## src/design/ast_pkg.sv

```systemverilog
// Constants and types shared by the asynchronous serial transceiver
// Function
// - Mode register picks 7/8 data bits, parity enable, one/two stops, prescale.
// - Clock select: internal rate, optional bit clock out, or external 16x.
// - Line idles high; each character starts with a falling edge.
// - Frame: low start, data LSB first, optional parity, high stop bits.
// - Receiver syncs on start edge, samples at count 8 of 16 per bit.
// - Clock out runs at bit rate, rising at centre of each bit; the code pulses it only while a character is shifted out.
// - Transmit enable sends one idle frame of ones before data.
// - Holding-to-shifter move sets empty flag and requests transmit interrupt.
// - Line held at one while enabled and holding register empty.
// - Receive enable arms start-bit detection.
// - Frame end moves data to holding; bit 7 cleared for 7-bit.
// - Full flag clears by status read then writing zero.
// - Stop bit received as zero raises framing error.
// - Parity mismatch against odd/even select raises parity error.
// - Frame completing with full flag set raises overrun, data dropped.
// - Errors leave full flag unset and request receive-error interrupt.
// - Framing or parity error still transfers the received data.
// - Several errors in one frame set all their flags together.
// - Error flags clear by status read then writing zero.
// - Bit rate is clock over 64 times 4^n times divider plus one.
package ast_pkg;
  localparam logic [7:0] ADDR_MODE = 8'h00;
  localparam logic [7:0] ADDR_RATE = 8'h04;
  localparam logic [7:0] ADDR_CTRL = 8'h08;
  localparam logic [7:0] ADDR_STAT = 8'h0C;
  localparam logic [7:0] ADDR_TXD = 8'h10;
  localparam logic [7:0] ADDR_RXD = 8'h14;
  // Mode register bits
  localparam int MODE_SYNC = 7;
  localparam int MODE_SEVEN = 6;
  localparam int MODE_PAR = 5;
  localparam int MODE_ODD = 4;
  localparam int MODE_STOP2 = 3;
  // Control register bits
  localparam int CTRL_TIE = 7;
  localparam int CTRL_RIE = 6;
  localparam int CTRL_TE = 5;
  localparam int CTRL_RE = 4;
  localparam int CTRL_EXT_CLOCK_SELECT = 1;
  localparam int CTRL_CLOCK_OUT_ENABLE = 0;
  // Status register bits
  localparam int STAT_TDE = 7;
  localparam int STAT_RDF = 6;
  localparam int STAT_OVR = 5;
  localparam int STAT_FRM = 4;
  localparam int STAT_PER = 3;
  localparam logic [7:0] RST_MODE = 8'h00;
  localparam logic [7:0] RST_RATE = 8'hFF;
  localparam logic [7:0] RST_CTRL = 8'h00;
  localparam logic [7:0] RST_STAT = 8'h80;
  localparam logic [3:0] OVS_LAST = 4'hF;
  localparam logic [3:0] OVS_MID = 4'h7;
  localparam logic [1:0] AXI_OKAY = 2'h0;
  localparam logic [1:0] AXI_SLVERR = 2'h2;
  typedef enum logic [3:0] {
    TX_IDLE = 4'h1, TX_WAKE = 4'h2, TX_SEND = 4'h4, TX_OFF = 4'h8
  } ast_tx_t;
  typedef enum logic [2:0] {
    RX_IDLE = 3'h1, RX_SHIFT = 3'h2, RX_OFF = 3'h4
  } ast_rx_t;
endpackage : ast_pkg

```

## src/design/ast_rate_gen.sv

```systemverilog
// Bit-rate generator: prescaler, divider and sixteen-times tick
`timescale 1ns/1ps
module ast_rate_gen (
  input wire logic clk,
  input wire logic rst,
  input wire logic [1:0] prescale,
  input wire logic [7:0] divider,
  input wire logic extSel,
  input wire logic extClk,
  output logic tick
);
  import ast_pkg::*;
  typedef struct packed {
    logic [5:0] pre;
    logic [7:0] div;
    logic [1:0] quad;
    logic extOld;
    logic tick;
  } ast_rg_t;
  ast_rg_t s_q, s_d;
  logic preDone;
  always_comb begin
    s_d = s_q;
    s_d.tick = 1'b0;
    s_d.extOld = extClk;
    case (prescale)
      2'h0: preDone = 1'b1;
      2'h1: preDone = s_q.pre[1:0] == 2'h3;
      2'h2: preDone = s_q.pre[3:0] == 4'hF;
      default: preDone = s_q.pre == 6'h3F;
    endcase
    if (extSel) begin
      s_d.tick = extClk & ~s_q.extOld;
    end else begin
      // Clock over 4^n over (N+1) over 4 gives 16x bit rate, 64 per bit
      s_d.pre = preDone ? 6'h00 : s_q.pre + 6'h01;
      if (preDone) begin
        if (s_q.div >= divider) begin
          s_d.div = 8'h00;
          s_d.quad = s_q.quad + 2'h1;
          s_d.tick = s_q.quad == 2'h3;
        end else begin
          s_d.div = s_q.div + 8'h01;
        end
      end
    end
  end
  always_ff @(posedge clk or posedge rst) begin
    if (rst) begin
      s_q <= '0;
    end else begin
      s_q <= s_d;
    end
  end
  assign tick = s_q.tick;
endmodule : ast_rate_gen

```

## src/design/ast_serial_unit.sv

```systemverilog
// Asynchronous serial transceiver with AXI4-Lite register access
//
// The AXI4-Lite slave port and the register addresses were decided locally.
`timescale 1ns/1ps
module ast_serial_unit (
  input wire logic clk,
  input wire logic rst,
  input wire logic [7:0] s_axi_awaddr,
  input wire logic s_axi_awvalid,
  output logic s_axi_awready,
  input wire logic [31:0] s_axi_wdata,
  input wire logic [3:0] s_axi_wstrb,
  input wire logic s_axi_wvalid,
  output logic s_axi_wready,
  output logic [1:0] s_axi_bresp,
  output logic s_axi_bvalid,
  input wire logic s_axi_bready,
  input wire logic [7:0] s_axi_araddr,
  input wire logic s_axi_arvalid,
  output logic s_axi_arready,
  output logic [31:0] s_axi_rdata,
  output logic [1:0] s_axi_rresp,
  output logic s_axi_rvalid,
  input wire logic s_axi_rready,
  input wire logic rxLine,
  output logic txLine,
  output logic txLineOe,
  input wire logic sckIn,
  output logic sckOut,
  output logic sckOe,
  output logic txEmptyIrq,
  output logic rxFullIrq,
  output logic rxErrorIrq
);
  import ast_pkg::*;

  function automatic logic isReg(input logic [7:0] a);
    isReg = a == ADDR_MODE || a == ADDR_RATE || a == ADDR_CTRL ||
      a == ADDR_STAT || a == ADDR_TXD || a == ADDR_RXD;
  endfunction : isReg

  // Received character: stop bit at the top of the shifter, parity below it
  function automatic logic [7:0] rxPick(input logic [9:0] sh,
                                        input logic sev,
                                        input logic par);
    case ({sev, par})
      2'h0: rxPick = sh[8:1];
      2'h1: rxPick = sh[7:0];
      2'h2: rxPick = {1'b0, sh[8:2]};
      default: rxPick = {1'b0, sh[7:1]};
    endcase
  endfunction : rxPick

  typedef struct packed {
    logic [7:0] mode;
    logic [7:0] rate;
    logic [7:0] ctrl;
    logic tde;
    logic rdf;
    logic ovr;
    logic frm;
    logic per;
    logic [4:0] seen;
    logic [7:0] txHold;
    logic [7:0] rxHold;
    logic awHave;
    logic [7:0] awAddr;
    logic wHave;
    logic [31:0] wData;
    logic [3:0] wStrb;
    logic bValid;
    logic [1:0] bResp;
    logic rValid;
    logic [31:0] rData;
    logic [1:0] rResp;
    ast_tx_t txSt;
    logic [11:0] txSh;
    logic [3:0] txCnt;
    logic [3:0] txOvs;
    logic txLine;
    logic txOe;
    logic sck;
    logic sckOe;
    ast_rx_t rxSt;
    logic [9:0] rxSh;
    logic [3:0] rxCnt;
    logic [3:0] rxLen;
    logic [3:0] rxOvs;
    logic rxOld;
    logic txIrq;
    logic rxIrq;
    logic erIrq;
  } ast_st_t;

  ast_st_t s_q, s_d;
  logic tick;
  logic seven, parEn, odd, stop2, te, re, ext;
  logic [3:0] dataBits, frameBits;
  logic [7:0] stat;
  logic wrGo, rdGo;
  logic [7:0] wb;
  logic [7:0] rxData;
  logic pBit, rxPar, stopOk, parBad, overrun;

  ast_rate_gen u_rate (
    .clk(clk),
    .rst(rst),
    .prescale(s_q.mode[1:0]),
    .divider(s_q.rate),
    .extSel(ext),
    .extClk(sckIn),
    .tick(tick)
  );

  always_comb begin
    s_d = s_q;
    seven = s_q.mode[MODE_SEVEN];
    parEn = s_q.mode[MODE_PAR];
    odd = s_q.mode[MODE_ODD];
    stop2 = s_q.mode[MODE_STOP2];
    te = s_q.ctrl[CTRL_TE];
    re = s_q.ctrl[CTRL_RE];
    ext = s_q.ctrl[CTRL_EXT_CLOCK_SELECT];
    dataBits = seven ? 4'h7 : 4'h8;
    // Start, data, parity and stop bits
    frameBits = 4'h1 + dataBits + {3'h0, parEn} + (stop2 ? 4'h2 : 4'h1);
    stat = {s_q.tde, s_q.rdf, s_q.ovr, s_q.frm, s_q.per, 3'h0};
    wb = s_q.wData[7:0];
    wrGo = s_q.awHave && s_q.wHave && !s_q.bValid;
    rdGo = s_axi_arvalid && !s_q.rValid;
    rxData = 8'h00;
    pBit = 1'b0;
    rxPar = 1'b0;
    stopOk = 1'b0;
    parBad = 1'b0;
    overrun = 1'b0;
    s_d.txIrq = 1'b0;
    s_d.rxIrq = 1'b0;
    s_d.erIrq = 1'b0;

    // Write channel capture
    if (s_axi_awvalid && !s_q.awHave) begin
      s_d.awHave = 1'b1;
      s_d.awAddr = s_axi_awaddr;
    end
    if (s_axi_wvalid && !s_q.wHave) begin
      s_d.wHave = 1'b1;
      s_d.wData = s_axi_wdata;
      s_d.wStrb = s_axi_wstrb;
    end
    if (s_q.bValid && s_axi_bready) begin
      s_d.bValid = 1'b0;
    end
    if (s_q.rValid && s_axi_rready) begin
      s_d.rValid = 1'b0;
    end

    // Read; status read arms the flags currently at one for clearing
    if (rdGo) begin
      s_d.rValid = 1'b1;
      s_d.rResp = isReg(s_axi_araddr) ? AXI_OKAY : AXI_SLVERR;
      case (s_axi_araddr)
        ADDR_MODE: s_d.rData = {24'h0, s_q.mode};
        ADDR_RATE: s_d.rData = {24'h0, s_q.rate};
        ADDR_CTRL: s_d.rData = {24'h0, s_q.ctrl};
        ADDR_STAT: begin
          s_d.rData = {24'h0, stat};
          s_d.seen = stat[7:3];
        end
        ADDR_TXD: s_d.rData = {24'h0, s_q.txHold};
        ADDR_RXD: s_d.rData = {24'h0, s_q.rxHold};
        default: s_d.rData = 32'h0;
      endcase
    end

    // Register writes; flags clear only by zero after a status read
    if (wrGo) begin
      s_d.awHave = 1'b0;
      s_d.wHave = 1'b0;
      s_d.bValid = 1'b1;
      s_d.bResp = isReg(s_q.awAddr) ? AXI_OKAY : AXI_SLVERR;
      if (s_q.wStrb[0]) begin
        case (s_q.awAddr)
          ADDR_MODE: s_d.mode = wb;
          ADDR_RATE: s_d.rate = wb;
          ADDR_CTRL: s_d.ctrl = wb;
          ADDR_TXD: s_d.txHold = wb;
          ADDR_STAT: begin
            if (!wb[STAT_TDE] && s_q.seen[4]) s_d.tde = 1'b0;
            if (!wb[STAT_RDF] && s_q.seen[3]) s_d.rdf = 1'b0;
            if (!wb[STAT_OVR] && s_q.seen[2]) s_d.ovr = 1'b0;
            if (!wb[STAT_FRM] && s_q.seen[1]) s_d.frm = 1'b0;
            if (!wb[STAT_PER] && s_q.seen[0]) s_d.per = 1'b0;
            s_d.seen = 5'h00;
          end
          default: ;
        endcase
      end
    end

    // Transmitter
    case (s_q.txSt)
      TX_OFF: begin
        s_d.txLine = 1'b1;
        s_d.sckOe = 1'b0;
        if (te) begin
          s_d.txSt = TX_WAKE;
          s_d.txOe = 1'b1;
          s_d.txCnt = 4'h0;
          s_d.txOvs = 4'h0;
        end
      end
      TX_WAKE: begin
        s_d.txLine = 1'b1;
        if (tick) begin
          s_d.txOvs = s_q.txOvs + 4'h1;
          if (s_q.txOvs == OVS_LAST) begin
            s_d.txCnt = s_q.txCnt + 4'h1;
            if (s_q.txCnt + 4'h1 == frameBits) s_d.txSt = TX_IDLE;
          end
        end
      end
      TX_IDLE: begin
        s_d.txLine = 1'b1;
        if (!s_q.tde && tick) begin
          pBit = odd ^ (^(seven ? {1'b0, s_q.txHold[6:0]} : s_q.txHold));
          // Shift order: start, data LSB first, parity, stop ones
          s_d.txSh = {4'hF, s_q.txHold};
          if (seven) s_d.txSh[7] = parEn ? pBit : 1'b1;
          else if (parEn) s_d.txSh[8] = pBit;
          s_d.txLine = 1'b0;
          s_d.tde = 1'b1;
          s_d.txIrq = s_q.ctrl[CTRL_TIE];
          s_d.txCnt = 4'h0;
          // Start bit gets the full sixteen ticks like every other bit
          s_d.txOvs = 4'h0;
          s_d.txSt = TX_SEND;
        end
      end
      TX_SEND: begin
        if (tick) begin
          s_d.txOvs = s_q.txOvs + 4'h1;
          if (s_q.txOvs == OVS_MID) s_d.sck = 1'b1;
          if (s_q.txOvs == OVS_LAST) begin
            s_d.sck = 1'b0;
            s_d.txCnt = s_q.txCnt + 4'h1;
            s_d.txLine = s_q.txSh[0];
            s_d.txSh = {1'b1, s_q.txSh[11:1]};
            if (s_q.txCnt + 4'h1 == frameBits) begin
              s_d.txLine = 1'b1;
              s_d.txSt = TX_IDLE;
            end
          end
        end
      end
      default: s_d.txSt = TX_OFF;
    endcase
    // Clock pin drives only with the internal rate and output enabled
    s_d.sckOe = te && !ext && s_q.ctrl[CTRL_CLOCK_OUT_ENABLE];
    if (!s_d.sckOe) s_d.sck = 1'b0;
    // Clearing transmit enable releases the line at once
    if (!te) begin
      s_d.txSt = TX_OFF;
      s_d.txOe = 1'b0;
      s_d.txLine = 1'b1;
    end

    // Receiver; its flag sets follow the software clears, so a set wins
    s_d.rxOld = rxLine;
    case (s_q.rxSt)
      RX_OFF: if (re) s_d.rxSt = RX_IDLE;
      RX_IDLE: begin
        if (s_q.rxOld && !rxLine) begin
          s_d.rxSt = RX_SHIFT;
          s_d.rxOvs = 4'h0;
          s_d.rxCnt = 4'h0;
          s_d.rxLen = 4'h1 + dataBits + {3'h0, parEn} + 4'h1;
        end
      end
      RX_SHIFT: begin
        if (tick) begin
          s_d.rxOvs = s_q.rxOvs + 4'h1;
          if (s_q.rxOvs == OVS_MID) begin
            s_d.rxCnt = s_q.rxCnt + 4'h1;
            s_d.rxSh = {rxLine, s_q.rxSh[9:1]};
            if (s_q.rxCnt == 4'h0 && rxLine) s_d.rxSt = RX_IDLE;
            if (s_q.rxCnt + 4'h1 == s_q.rxLen) begin
              rxData = rxPick(s_d.rxSh, seven, parEn);
              rxPar = parEn & s_d.rxSh[8];
              stopOk = rxLine;
              parBad = parEn && ((^rxData) ^ rxPar ^ odd);
              overrun = s_q.rdf;
              if (!overrun) s_d.rxHold = rxData;
              if (!stopOk) s_d.frm = 1'b1;
              if (parBad) s_d.per = 1'b1;
              if (overrun) s_d.ovr = 1'b1;
              if (stopOk && !parBad && !overrun) begin
                s_d.rdf = 1'b1;
                s_d.rxIrq = s_q.ctrl[CTRL_RIE];
              end else begin
                s_d.erIrq = s_q.ctrl[CTRL_RIE];
              end
              s_d.rxSt = RX_IDLE;
            end
          end
        end
      end
      default: s_d.rxSt = RX_OFF;
    endcase
    // Clearing receive enable abandons any frame in progress
    if (!re) s_d.rxSt = RX_OFF;
  end

  // Reset leaves the line at mark and the empty flag set
  always_ff @(posedge clk or posedge rst) begin
    if (rst) begin
      s_q <= '0;
      s_q.mode <= RST_MODE;
      s_q.rate <= RST_RATE;
      s_q.ctrl <= RST_CTRL;
      s_q.tde <= RST_STAT[STAT_TDE];
      s_q.txSt <= TX_OFF;
      s_q.rxSt <= RX_OFF;
      s_q.txLine <= 1'b1;
      s_q.rxOld <= 1'b1;
    end else begin
      s_q <= s_d;
    end
  end

  assign s_axi_awready = !s_q.awHave;
  assign s_axi_wready = !s_q.wHave;
  assign s_axi_bvalid = s_q.bValid;
  assign s_axi_bresp = s_q.bResp;
  assign s_axi_arready = !s_q.rValid;
  assign s_axi_rvalid = s_q.rValid;
  assign s_axi_rdata = s_q.rData;
  assign s_axi_rresp = s_q.rResp;
  assign txLine = s_q.txLine;
  assign txLineOe = s_q.txOe;
  assign sckOut = s_q.sck;
  assign sckOe = s_q.sckOe;
  assign txEmptyIrq = s_q.txIrq;
  assign rxFullIrq = s_q.rxIrq;
  assign rxErrorIrq = s_q.erIrq;
endmodule : ast_serial_unit

```

## config.mk

```make
export PLATFORM = sky130hd
export DESIGN_NAME = ast_serial_unit
export DESIGN_NICKNAME = d
export VERILOG_FILES = /design/src/design/ast_pkg.sv /design/src/design/ast_rate_gen.sv /design/src/design/ast_serial_unit.sv
export SDC_FILE = /design/constraint.sdc
export NUM_CORES = 1
export LEC_CHECK = 0
export BUFFER_PORTS_ARGS = -buffer_cell sky130_fd_sc_hd__buf_2
export CAP_MARGIN = 0
export CORE_AREA = 2 2 184 186
export CTS_CLUSTER_DIAMETER = 40
export DETAILED_ROUTE_END_ITERATION = 16
export DIE_AREA = 0 0 186 188
export PLACE_DENSITY = 0.38
export RECOVER_POWER = 100
export REMOVE_ABC_BUFFERS = 1
export SLEW_MARGIN = 20
export SYNTH_ARGS = -nofsm -noshare
export SYNTH_HDL_FRONTEND = slang
export SYNTH_HIERARCHICAL = 1
export SYNTH_SLANG_ARGS = --single-unit
```

## constraint.sdc

```tcl
create_clock -name clk -period 12.48 [get_ports clk]
set_clock_uncertainty 0.1 [all_clocks]
set_input_delay 1.872 -clock clk [delete_from_list [all_inputs] [get_ports clk]]
set_output_delay 1.872 -clock clk [all_outputs]
set_load 0.005 [all_outputs]
```

Yosys cells after proc, flatten, opt, wreduce, memory -nomap -nowiden --
Cells that the tools add are included.
Storage, ports and cells: register bits 209, input bits 61, output and inout port bits 48
Cells by class: bitwise logic cells 8, multiplexer cells 90, add/sub/neg operators 11, eq/ne operators 53, reduce and logical (&&, ||, !) cells 76, magnitude comparators 1
Operators by type and width (count):
- 8-bit 2-to-1 mux | 9
- 25-bit 2-to-1 mux | 2
- 8-bit case mux with 6 select lines | 1
- 4-bit 2-to-1 mux | 11
- 37-bit 2-to-1 mux | 1
- 18-bit 2-to-1 mux | 2
- 9-bit case mux with 4 select lines | 1
- 35-bit 2-to-1 mux | 1
- 17-bit 2-to-1 mux | 2
- 1-bit 2-to-1 mux | 33
- 8-bit by 4-bit equality test with 1-bit output (second input constant) | 4
- 8-bit by 5-bit equality test with 1-bit output (second input constant) | 4
- 3-bit AND reduction | 9
- 12-bit case mux with 2 select lines | 1
- 8-bit case mux with 3 select lines | 1
- 4-bit by 1-bit adder with 4-bit output (second input constant) | 5
- 1-bit logical AND | 20
- 20-bit 2-to-1 mux | 1
- 8-bit by 3-bit equality test with 1-bit output (second input constant) | 2
- 8-bit zero test | 2
- 2-bit 2-to-1 mux | 8
- 4-bit case mux with 2 select lines | 2
- 4-bit case mux with 4 select lines | 1
- 8-bit XOR reduction | 2
- 46 further kinds | 114

Depth between registers and ports, before layout --
depth after elaboration 18, mapped depth 13, depth with buffers taken out 13

Cells and area by module --
Netlist, hierarchy kept.
By module, submodules not included:
- ast_serial_unit | times used 1, sequential area each 3444.6 µm², cells each 686, area each 7049.3 µm²
- ast_rate_gen | times used 1, sequential area each 450.4 µm², cells each 103, area each 1081.0 µm²

Worst setup path after synthesis --
Ideal clock, no wire load.
path kind input-to-reg, start input s_axi_araddr[1], end register s_q (netlist bit s_axi_rdata[3]), data required time 12.297 ns, buffers on the path 1, arrival time 3.516 ns, stages on the path 6, slack 8.782 ns, cells stage by stage or4_1 > or4b_2 > clkbuf_1 > o22ai_1 > a221oi_1 > o21ai_0
Between the ends: longest elaborated chain between the ends 2, elaborated cells on any way between the ends 7, classes of those cells 5 x eq/ne; 1 x mux; 1 x reduce/logical
RTL lines:
- start, declared | RTL line ast_serial_unit.sv:18 | input wire logic [7:0] s_axi_araddr,
- 8-bit by 5-bit equality test with 1-bit output, or another cell as far along | RTL line ast_serial_unit.sv:162 | case (s_axi_araddr)
- 8-bit case mux with 6 select lines (*) | RTL line ast_serial_unit.sv:162
- end, declared | RTL line ast_serial_unit.sv:95 | ast_st_t s_q, s_d;
Every way passes the cells marked *; elsewhere a longest branch is shown, timed or not. A chain may end at the register's enable or synchronous reset.

==> qor.csv <==
stage,metric,value,unit
outcome,outcome,"finished, violations left",
outcome,violations,"max-capacitance violations, max-slew violations",
layout,final_layout_size_suffix_gt1_share,18.2,%
layout,nFillCells,3513,
detailed_routing,drtPass1Iterations,5,
sta,rsz0062_at_grt,no,
clock_tree,cts_buffers,17,
die,die_y,188,µm
detailed_routing,drt_iter0_drc,265,
synth,synthFlopType,dfrtp_1,
global_routing,grt_first_pass_wirelength,32600,µm
layout,utilization,27.7,%
detailed_routing,ant_nets,0,
global_routing,grt_antenna_before_repair,0,
place,place_ws,8420,ps
synth,ys_ff_latch,155,
die,die_w,186,µm
sta,setup_ws,5820,ps
power_and_ir_drop,p_comb_share,18.8,%
place,numPortBuffers,55,
place,gp_congestion,0.751,
clock_tree,cts.repair.resized,0,
sta,setup_tns,0,ps
synth,post-synth-top-count-cell,dfrtp_1,
clock_tree,cts_tree,done,
critical_path,cp.arrival,6420,ps
synth,synth_compound_area_share,13.7,%
die,die-area,35000,µm²
synth,synth_top_area_share,43.7,%
synth,netlist_area,8130,µm²
power_and_ir_drop,switching_share,31.5,%
synth,synth.largest_area_cell,dfrtp_1,
clock_tree,cts.clk_slew.worst_paths,70,ps
die,initial_core_util,24.6,%
power_and_ir_drop,p_per_area,159,nW/µm²
sta,maxClockFrequency,150,MHz
job,maxCapViolations,2,
global_routing,grt_max_degree,86,
synth,syn_inst,789,
detailed_routing,vias_per_cell,4.40,
synth,ys_warn_count,6,
power_and_ir_drop,power_frac_seq,44.2,%
detailed_routing,num_vias,5643,
power_and_ir_drop,power.switching,0.461,mW
critical_path,path_max_fanout,85,
layout,n_antenna_cell,0,
synth,synthTopCellsByCount,"142 x dfrtp_1, 84 x nand2_1, 56 x o21ai_0, 55 x mux2_2, 44 x nor2_1",
sta,tightest_slew,3890,ps
global_routing,grt_usage,12.0,%
critical_path,cp-start-kind,primary input,
sta,hold_violations,0,
critical_path,crit_path_end_kind,asynchronous set/reset pin,
clock_tree,cts_sinks,155,
sta,finalSetupViolCount,0,
detailed_routing,drt-wirelength-per-cell,15.5,µm
power_and_ir_drop,p_total,1.46,mW
synth,synth-edff-count,0,
die,core,33100,µm²
place,hpwl,14200,µm
synth,yosys.area_share.simple,14.3,%
synth,ys_top_cells_by_area,"dfrtp_1 44%, mux2_2 7.6%, dfstp_2 4.2%, nand2_1 3.9%, o21ai_0 3.4%",
min_path,min_path_type,flip-flop to flip-flop,
critical_path,worst-setup-path-type,primary input to asynchronous set/reset pin,
synth,synth_area_per_cell,10.3,µm²
clock_tree,clkLatencyLatePin,440,ps
die,ios,109,
sta,fin_crit_sh,53.3,%
detailed_routing,drc,0,
synth,ys_seq_area_share,47.9,%
synth,synth.distinct_cells,76,
sta,holdWs,326,ps
global_routing,grt_pass1_vias,5763,
power_and_ir_drop,p_int,1.00,mW
layout,syn_to_final_growth,13.0,%
power_and_ir_drop,ir_drop,0.0000890,V
sta,slew_violations,140,
synth,async_flop_share,100,%
clock_tree,cts_hold_buf,0,
synth,synth_top_family_by_area,simple AND/OR/NAND/NOR gates,
power_and_ir_drop,p_clk_share,37.0,%
synth,synth_xor_area_share,3.66,%
die,rows,67,
clock_tree,clockBufferDepth,2,
sta,min_period,6660,ps
layout,fin_nets,906,
synth,synthMuxAreaShare,10.4,%
power_and_ir_drop,p_leak,4.09,nW
global_routing,grt_overflow,0,
critical_path,reg2reg_setup_slack,9310,ps
clock_tree,cts_htree_levels,4,
sta,slew-limit-headroom,-161,%
clock_tree,cts_setup_buffers,0,
detailed_routing,routed_wl,19900,µm
clock_tree,ctsRootBufferMaster,clkbuf_16,
synth,synth-adder-area-share,3.63,%
critical_path,cp.required,12250,ps
worst paths after layout:
path,start,endpoint,depth (start not counted)
hold reg to reg,u_rate/s_q[1]$_DFF_PP0_,u_rate/tick$_DFF_PP0_,1
hold / removal,u_rate/s_q[1]$_DFF_PP0_,u_rate/tick$_DFF_PP0_,1
max in group clk,s_axi_araddr[1],s_q[161]$_DFF_PP0_,7
setup reg to reg,s_q[4]$_DFFE_PP0P_,s_q[141]$_DFFE_PP0P_,7
min in group asynchronous,rst,u_rate/s_q[17]$_DFFE_PP0N_,2
setup / recovery,rst,s_q[6]$_DFFE_PP0P_,3
area by class of cell:
| class | count | area (µm²) | share of cell area, % |
|---|---|---|---|
| tap | 448 | 561 | 6.10 |
| timing repair buffer | 57 | 273 | 2.97 |
| clock inverter | 14 | 170 | 1.85 |
| inverter | 30 | 114 | 1.24 |
| clock buffer | 18 | 429 | 4.67 |
| multi-input combinational | 561 | 3740 | 40.8 |
| sequential | 155 | 3890 | 42.4 |
power by group through the flow:
stage	clock network (mW)	logic (mW)	registers, mW
after floorplan	0	0.228	0.621
after global placement	0	0.293	0.659
after detailed placement	0	0.294	0.660
after CTS	0.562	0.295	0.651
after global routing	0.582	0.314	0.659
final	0.540	0.275	0.646
flip-flops by register name (all words and copies together) (netlist names):
register / count
s_q: 114
s_axi_rresp: 1
odd: 1
txLineOe: 1
s_axi_rvalid: 1
u_rate/tick: 1
sckOe: 1
sckOut: 1
rxErrorIrq: 1
txEmptyIrq: 1
rxFullIrq: 1
re: 1
ext: 1
txLine: 1
u_rate/s_q: 17
s_axi_rdata: 8
parEn: 1
s_axi_bvalid: 1
s_axi_bresp: 1
layout by cell type, fill, tap and decap left out, types with 7 or more instances in the layout:
master / n
a21oi_1: 27
a22o_1: 13
a31oi_1: 14
and3_1: 9
buf_2: 47
clkbuf_1: 11
clkbuf_16: 17
conb_1: 26
dfrtp_1: 142
dfstp_2: 11
ha_1: 22
inv_1: 29
mux2_2: 56
mux2i_1: 21
nand2_1: 85
nand2b_1: 9
nand3_1: 18
nand3b_1: 7
nor2_1: 48
nor2b_1: 15
nor3_1: 9
o21ai_0: 60
o22ai_1: 9
xnor2_1: 21
xor2_1: 13
logic make-up after synthesis:
logic type      count (synthesis)
flops                         155
mux                            77
buf+inv                        98
xor+xnor                       34
other cells                     1
simple gates                  231
compound gates                170
fa+ha+maj                      23
stage by stage:
stage,instances,cell area (µm²)
2_1_floorplan,746,7820
3_3_place_gp,1251,8670
3_5_place_dp,1251,8670
4_1_cts,1283,9270
5_1_grt,1283,9190
6_report,1283,9190
per-layer routing:
metal  GRT usage, %  vias to the layer above  routed length, µm
li1               -                     2783                  -
met1           16.9                     2795               9900
met2           18.5                       60               9420
met3           2.54                        5                452
met4           3.27                        0                112
met5              0                        -                  0
worst max-delay path, cell delays in order:
cell	delay [ps]
clkbuf_1	90
clkinvlp_2	2150
clkbuf_1	2250
No activity file was read; power rests on OpenSTA's default activity.
